[config.mk]
export PLATFORM = sky130hd
export DESIGN_NAME = dma_ctrl_end_flat
export DESIGN_NICKNAME = d
export VERILOG_FILES = /design/src/inc/dma_hs_pkg.sv /design/src/inc/dma_hs_if.sv /design/src/dma_ctrl_end.sv /design/src/flat_wrapper.sv
export SDC_FILE = /design/constraint.sdc
export NUM_CORES = 1
export LEC_CHECK = 0
export BUFFER_PORTS_ARGS = -buffer_cell sky130_fd_sc_hd__buf_2
export CAP_MARGIN = 30
export CORE_MARGIN = 10
export CORE_UTILIZATION = 45
export CTS_CLUSTER_SIZE = 14
export DETAILED_ROUTE_END_ITERATION = 8
export GPL_ROUTABILITY_DRIVEN = 0
export GPL_TIMING_DRIVEN = 1
export MAX_ROUTING_LAYER = met4
export PLACE_DENSITY_LB_ADDON = 0.3
export SLEW_MARGIN = 10
export SYNTH_ARGS = -nofsm -noshare
export SYNTH_HDL_FRONTEND = slang
export SYNTH_SLANG_ARGS = --single-unit
[constraint.sdc]
create_clock -name clk_i -period 2.5 [get_ports clk_i]
set_input_delay 0.5 -clock clk_i [delete_from_list [all_inputs] [get_ports clk_i]]
set_output_delay 0.5 -clock clk_i [all_outputs]
set_load 0.01 [all_outputs]
[src/inc/dma_hs_pkg.sv]
package dma_hs_pkg;
  // Channel count on the backplane
  localparam int NUM_CH = 2;
  localparam int DATA_W = 16;
  // Clock period in ns
  localparam int CLK_NS = 8;
  // Timing figures in ns
  localparam int T_OUT_RDY_MAX_NS = 3000;
  localparam int T_IN_RDY_MAX_NS = 2500;
  localparam int T_IN_SETUP_MIN_NS = 30;
  localparam int T_RDY_REL_MAX_NS = 50;
  localparam int T_RW_SETUP_MIN_NS = 15;
  localparam int T_REREQ_P0_MAX_NS = 65;
  localparam int T_REREQ_P1_MAX_NS = 1600;
  localparam int T_BERR_NS = 2500;
  // Derived cycle counts: least times round up, longest round down
  localparam int IN_SETUP_CYC = (T_IN_SETUP_MIN_NS + CLK_NS - 1) / CLK_NS;
  localparam int RW_SETUP_CYC = (T_RW_SETUP_MIN_NS + CLK_NS - 1) / CLK_NS;
  localparam int OUT_RDY_CYC = T_OUT_RDY_MAX_NS / CLK_NS;
  localparam int IN_RDY_CYC = T_IN_RDY_MAX_NS / CLK_NS;
  localparam int REREQ_P0_CYC = T_REREQ_P0_MAX_NS / CLK_NS;
  localparam int REREQ_P1_CYC = T_REREQ_P1_MAX_NS / CLK_NS;
  localparam int BERR_CYC = T_BERR_NS / CLK_NS;
  localparam int CNT_W = 10;
  localparam logic [CNT_W-1:0] CNT_ZERO = 10'h000;
endpackage

[src/inc/dma_hs_if.sv]
interface dma_hs_if;
  import dma_hs_pkg::*;
  logic [NUM_CH-1:0] xfer_request;
  logic [NUM_CH-1:0] xfer_acknowledge;
  logic io_side_ready_reply;
  logic bus_read_write_line;
  logic bus_address_strobe;
  logic lower_byte_strobe;
  logic upper_byte_strobe;
  logic memory_transfer_ack;
  logic last_transfer;
  logic [DATA_W-1:0] card_data;
  logic card_data_oe;
  logic [DATA_W-1:0] ctrl_data;
  logic ctrl_data_oe;
  // Active-high in logic; polarity of the physical lines is outside
  modport card
  (
    output xfer_request,
    output io_side_ready_reply,
    output card_data,
    output card_data_oe,
    input xfer_acknowledge,
    input bus_read_write_line,
    input memory_transfer_ack,
    input last_transfer,
    input ctrl_data
  );
  modport ctrl
  (
    input xfer_request,
    input io_side_ready_reply,
    input card_data,
    input card_data_oe,
    output xfer_acknowledge,
    output bus_read_write_line,
    output bus_address_strobe,
    output lower_byte_strobe,
    output upper_byte_strobe,
    output memory_transfer_ack,
    output last_transfer,
    output ctrl_data,
    output ctrl_data_oe
  );
endinterface

[src/dma_ctrl_end.sv]
module dma_ctrl_end
  import dma_hs_pkg::*;
(
  // Clock and reset
  input wire logic clk_i,
  input wire logic srst_i,
  // Link
  dma_hs_if.ctrl link,
  // Programming
  input wire logic start_i,
  input wire logic [CNT_W-1:0] count_i,
  input wire logic output_dir_i,
  input wire logic byte_mode_i,
  input wire logic priority_i,
  input wire logic [DATA_W-1:0] mem_rdata_i,
  input wire logic mem_ack_i,
  input wire logic bus_grant_i,
  // Status
  output logic bus_request_o,
  output logic busy_o,
  output logic bus_error_o,
  output logic [DATA_W-1:0] mem_wdata_o,
  output logic mem_wvalid_o
);
  import dma_hs_pkg::*;

  typedef enum logic [2:0] {C_IDLE, C_ARB, C_SETUP, C_CYC, C_MEMWR, C_HOLD} ctrl_state_t;
  ctrl_state_t st_r;
  logic [CNT_W-1:0] left_r;
  logic [CNT_W-1:0] tmr_r;
  logic hi_byte_r;
  logic ack_r;
  logic as_r;
  logic lds_r;
  logic uds_r;
  logic mack_r;
  logic rw_r;
  logic [DATA_W-1:0] d_r;
  logic any_req;

  assign any_req = |link.xfer_request;

  always_ff @(posedge clk_i)
  begin
    if (srst_i)
    begin
      st_r <= C_IDLE;
      left_r <= CNT_ZERO;
      tmr_r <= CNT_ZERO;
      hi_byte_r <= 1'b0;
      {ack_r, as_r, lds_r, uds_r, mack_r} <= 5'h00;
      rw_r <= 1'b1;
      d_r <= '0;
      bus_request_o <= 1'b0;
      busy_o <= 1'b0;
      bus_error_o <= 1'b0;
      mem_wdata_o <= '0;
      mem_wvalid_o <= 1'b0;
    end
    else
    begin
      mem_wvalid_o <= 1'b0;
      tmr_r <= tmr_r + 1'b1;
      case (st_r)
        C_IDLE:
        begin
          if (start_i)
          begin
            left_r <= count_i;
            busy_o <= count_i != CNT_ZERO;
            bus_error_o <= 1'b0;
          end
          else if (busy_o && any_req)
          begin
            bus_request_o <= 1'b1;
            st_r <= C_ARB;
          end
        end
        C_ARB:
        begin
          if (bus_grant_i)
          begin
            rw_r <= output_dir_i;
            tmr_r <= CNT_ZERO;
            st_r <= C_SETUP;
          end
        end
        C_SETUP:
        begin
          if (tmr_r == CNT_W'(RW_SETUP_CYC))
          begin
            as_r <= 1'b1;
            ack_r <= 1'b1;
            tmr_r <= CNT_ZERO;
            if (output_dir_i)
            begin
              lds_r <= !byte_mode_i || !hi_byte_r;
              uds_r <= !byte_mode_i || hi_byte_r;
            end
            st_r <= C_CYC;
          end
        end
        C_CYC:
        begin
          if (output_dir_i)
          begin
            if (mem_ack_i && !mack_r)
            begin
              mack_r <= 1'b1;
              d_r <= (byte_mode_i && hi_byte_r) ? {8'h00, mem_rdata_i[15:8]} : mem_rdata_i;
              tmr_r <= CNT_ZERO;
            end
            if (link.io_side_ready_reply)
            begin
              st_r <= C_HOLD;
            end
          end
          else if (link.io_side_ready_reply)
          begin
            lds_r <= !byte_mode_i || !hi_byte_r;
            uds_r <= !byte_mode_i || hi_byte_r;
            d_r <= (byte_mode_i && hi_byte_r) ? {link.card_data[7:0], 8'h00} : link.card_data;
            st_r <= C_MEMWR;
          end
          else if (tmr_r == CNT_W'(BERR_CYC))
          begin
            bus_error_o <= 1'b1;
            busy_o <= 1'b0;
            bus_request_o <= 1'b0;
            {ack_r, as_r, lds_r, uds_r} <= 4'h0;
            rw_r <= 1'b1;
            st_r <= C_IDLE;
          end
        end
        C_MEMWR:
        begin
          mack_r <= 1'b1;
          mem_wdata_o <= d_r;
          mem_wvalid_o <= 1'b1;
          tmr_r <= CNT_ZERO;
          st_r <= C_HOLD;
        end
        C_HOLD:
        begin
          {ack_r, as_r, lds_r, uds_r, mack_r} <= 5'h00;
          if (ack_r)
          begin
            left_r <= left_r - 1'b1;
            hi_byte_r <= byte_mode_i && !hi_byte_r;
            if (left_r == CNT_W'(1))
            begin
              busy_o <= 1'b0;
            end
          end
          if (!ack_r && (left_r == CNT_ZERO))
          begin
            bus_request_o <= 1'b0;
            rw_r <= 1'b1;
            st_r <= C_IDLE;
          end
          else if (!ack_r && any_req && !link.io_side_ready_reply)
          begin
            rw_r <= output_dir_i;
            tmr_r <= CNT_ZERO;
            st_r <= C_SETUP;
          end
          else if (!ack_r && tmr_r >= CNT_W'(priority_i ? REREQ_P1_CYC : REREQ_P0_CYC))
          begin
            bus_request_o <= 1'b0;
            rw_r <= 1'b1;
            st_r <= C_IDLE;
          end
        end
        default:
        begin
          st_r <= C_IDLE;
        end
      endcase
    end
  end

  assign link.xfer_acknowledge = {NUM_CH{ack_r}};
  assign link.bus_read_write_line = rw_r;
  assign link.bus_address_strobe = as_r;
  assign link.lower_byte_strobe = lds_r;
  assign link.upper_byte_strobe = uds_r;
  assign link.memory_transfer_ack = mack_r;
  assign link.last_transfer = ack_r && (left_r == CNT_W'(1));
  assign link.ctrl_data = d_r;
  assign link.ctrl_data_oe = output_dir_i && mack_r;
endmodule

[src/flat_wrapper.sv]
// flat-port wrapper written by rule: the top's interface ports become plain ports
module dma_ctrl_end_flat import dma_hs_pkg::*;
  (clk_i, srst_i, start_i, count_i, output_dir_i, byte_mode_i, priority_i, mem_rdata_i, mem_ack_i, bus_grant_i, bus_request_o, busy_o, bus_error_o, mem_wdata_o, mem_wvalid_o, link_xfer_request, link_io_side_ready_reply, link_card_data, link_card_data_oe, link_xfer_acknowledge, link_bus_read_write_line, link_bus_address_strobe, link_lower_byte_strobe, link_upper_byte_strobe, link_memory_transfer_ack, link_last_transfer, link_ctrl_data, link_ctrl_data_oe);
  dma_hs_if link_i ();
  input wire logic clk_i;
  input wire logic srst_i;
  input wire logic start_i;
  input wire logic [CNT_W-1:0] count_i;
  input wire logic output_dir_i;
  input wire logic byte_mode_i;
  input wire logic priority_i;
  input wire logic [DATA_W-1:0] mem_rdata_i;
  input wire logic mem_ack_i;
  input wire logic bus_grant_i;
  output logic bus_request_o;
  output logic busy_o;
  output logic bus_error_o;
  output logic [DATA_W-1:0] mem_wdata_o;
  output logic mem_wvalid_o;
  input wire logic [$bits(link_i.xfer_request)-1:0] link_xfer_request;
  input wire logic [$bits(link_i.io_side_ready_reply)-1:0] link_io_side_ready_reply;
  input wire logic [$bits(link_i.card_data)-1:0] link_card_data;
  input wire logic [$bits(link_i.card_data_oe)-1:0] link_card_data_oe;
  output wire logic [$bits(link_i.xfer_acknowledge)-1:0] link_xfer_acknowledge;
  output wire logic [$bits(link_i.bus_read_write_line)-1:0] link_bus_read_write_line;
  output wire logic [$bits(link_i.bus_address_strobe)-1:0] link_bus_address_strobe;
  output wire logic [$bits(link_i.lower_byte_strobe)-1:0] link_lower_byte_strobe;
  output wire logic [$bits(link_i.upper_byte_strobe)-1:0] link_upper_byte_strobe;
  output wire logic [$bits(link_i.memory_transfer_ack)-1:0] link_memory_transfer_ack;
  output wire logic [$bits(link_i.last_transfer)-1:0] link_last_transfer;
  output wire logic [$bits(link_i.ctrl_data)-1:0] link_ctrl_data;
  output wire logic [$bits(link_i.ctrl_data_oe)-1:0] link_ctrl_data_oe;
  assign link_i.xfer_request = link_xfer_request;
  assign link_i.io_side_ready_reply = link_io_side_ready_reply;
  assign link_i.card_data = link_card_data;
  assign link_i.card_data_oe = link_card_data_oe;
  assign link_xfer_acknowledge = link_i.xfer_acknowledge;
  assign link_bus_read_write_line = link_i.bus_read_write_line;
  assign link_bus_address_strobe = link_i.bus_address_strobe;
  assign link_lower_byte_strobe = link_i.lower_byte_strobe;
  assign link_upper_byte_strobe = link_i.upper_byte_strobe;
  assign link_memory_transfer_ack = link_i.memory_transfer_ack;
  assign link_last_transfer = link_i.last_transfer;
  assign link_ctrl_data = link_i.ctrl_data;
  assign link_ctrl_data_oe = link_i.ctrl_data_oe;
  dma_ctrl_end u_core (.clk_i(clk_i), .srst_i(srst_i), .link(link_i), .start_i(start_i), .count_i(count_i), .output_dir_i(output_dir_i), .byte_mode_i(byte_mode_i), .priority_i(priority_i), .mem_rdata_i(mem_rdata_i), .mem_ack_i(mem_ack_i), .bus_grant_i(bus_grant_i), .bus_request_o(bus_request_o), .busy_o(busy_o), .bus_error_o(bus_error_o), .mem_wdata_o(mem_wdata_o), .mem_wvalid_o(mem_wvalid_o));
endmodule
==> results.tsv <==
metric	value	unit
cts_tree	built	
area_delta_synth_final	20.31	%
r2r-start	u_core.tmr_r[7]	
clock_sinks	65	
vdd_drop_max	417.0	uV
syn-num-nets	552	
fin_nets	633	
worstSetupPathType	reg2out	
drc	0	
min_period_over_period	0.9411	
cts_max_level	3	
track_usage	0.1760	
cts_buffers	9	
critPathMaxFanout	6	
cp.required	2.00	ns
die-height	109.3	um
tightest_slew	0.8231	ns
cp.arrival	1.85	ns
syn_inst	490	
synth_top_area_cell	dfxtp_1	
overflow	0	
clock_latency	0.34	ns
synth_most_common_cell	nand2_1	
relSlewSlack	0.4513	
cts_resized	0	
outcome	finished clean	
drv_slew	0	
drt_pre_antenna_iters	5	
setup_viol	0	
cts_buffer_depth	2	
root_buffer	clkbuf_8	
worstPathCellList	or4_4 > nor4_1 > buf_2	
fill_cells	742	
fin_tns_setup	0	ns
cp_slowest_cell	or4_4	
die_x	109.3	um
end_kind	primary output	
worst_hold_startpoint	u_core.mem_wdata_o[11]	
p_leak	1.847	nW
antenna_found_initial	0	
final_core_util	0.5583	
synthTopCellsByArea	dfxtp_1 36%, nand2_1 11%, a21oi_1 7.3%	
wire_per_inst	15.47	um
core_area	0.007727	mm2
cap_violations	0	
yosysTopAreaCellShare	0.3629	
holdBufCountCts	0	
synth_cell_types	52	
power	3.024	mW
synth_seq_cells	65	
hpwlAfterDp	7822	um
worst_setup_hold_path_clk_slew	0.07	ns
skew	0.009875	ns
drive_above_1_share	0.2348	
num_vias	3760	
hold_viol	0	
synth_flop_cell	dfxtp_1	
synthTopCellsByCount	101 x nand2_1, 65 x dfxtp_1, 60 x nor2_1	
multi_input_area	0.002105	mm2
synth.avg_cell_area	7.318	um2
min_path_type	reg2reg	
viasPerCell	5.554	
grt_setup_unrepaired	false	
drtAntennaViolNets	0	
grt_pass1_vias	3518	
synth-seq-area-share	0.3629	
drt-total-wl	10470	um
cts_setup_buffers	0	
startpoint_type	flop	
io_buffers	97	
cpPeakStageDelay	0.58	ns
start_util	0.4641	
io_pins	99	
cp-startpoint	u_core.left_r[2]	
p_per_area	700.9	mW/mm2
synth_edf_count	0	
async_flop_share	0	
max_freq	425.0	MHz
cp_top_family	simple AND/OR/NAND/NOR gates	
syn-cell-area	0.003586	mm2
grt_max_degree	45	
fin_hold_ws	0.4552	ns
cp_num_buf_inv	1	
min_period	2.353	ns
insertedDiodeCount	0	
ys_warn_count	0	
drt_iter0_drc	172	
die_area	0.01194	mm2
rows	32	
seq_area	0.001301	mm2
grt_pass1_wl	16780	um
-- placed cells by master, fill, tap and decap left out, types with 4 or more instances in the layout --
cell type	Yosys	routed
a211oi_1	20	20
xor2_1	7	7
buf_4	3	10
nand2_1	101	101
clkbuf_8	0	10
a21oi_1	52	51
and2_1	5	5
dfxtp_1	65	65
ha_1	8	8
nand3_1	12	12
a31oi_1	13	13
nand2b_1	10	10
buf_2	6	97
nor2_1	60	60
o21ai_0	13	13
nor3_1	11	11
and3_1	4	4
nor4_1	6	6
o31ai_1	4	4
inv_1	7	7
or3_1	5	5
-- final timing paths --
kind	endpoint	cells after the start	slack, ns
min	u_core.mem_wdata_o[11]	2	0.46
min reg2reg	u_core.mem_wdata_o[11]	2	0.46
max reg2reg	u_core.link.bus_read_write_line	6	0.34
max	link_last_transfer	3	0.15
-- routing by layer --
metal / global-route usage / wire (um) / part of all wire
met5: - / 0 / 0
met4: 0.05483 / 163 / 0.016
met3: 0.03835 / 940 / 0.090
met2: 0.2793 / 4728 / 0.45
met1: 0.2186 / 4640 / 0.44
-- state kept, by name, summed over array words and instances, names as in the netlist, 3 cells and up --
| register | flops |
|---|---|
| u_core.mem_wdata_o | 16 |
| u_core.st_r | 3 |
| u_core.link.ctrl_data | 16 |
| u_core.left_r | 10 |
| u_core.tmr_r | 10 |
-- tightest hold or removal path, cell delays in order (launching register included) --
cell and delay (ns):
dfxtp_1 0.31, nand2_1 0.05, a21oi_1 0.05
-- power by group --
part	leakage, nW	internal, mW	switching [mW]
Sequential	0.527	1.13	0.160
Combinational	1.22	0.361	0.488
Clock	0.0981	0.480	0.402
-- cells by family (layout without fill, tap and decap cells) --
logic type,Yosys count,count (layout),synth area share
xor+xnor,8,8,0.01954
flops,65,65,0.3629
compound gates,125,125,0.2230
simple gates,236,236,0.3029
buf+inv,44,129,0.05129
fa+ha+maj,8,8,0.02791
mux,4,4,0.01256
-- metrics by stage --
stage | cells | setup slack [ns] | area (um2)
floorplan | 490 | 0.3257 | 3586
global placement | 662 | 0.1449 | 4120
detailed placement | 662 | 0.08179 | 4120
CTS | 677 | 0.1131 | 4314
global route | 677 | 0.02565 | 4314
finish | 677 | 0.1472 | 4314
-- final cells by class --
type	instances	share of cell area
multi-input cells	381	0.4878
clock inverters	5	0.01305
well taps	102	0.02958
clock buffers	10	0.03190
repair buffers	107	0.1299
inverters	7	0.006090
flip-flops and latches	65	0.3016
Note: power is estimated with default switching activity, not from simulation.
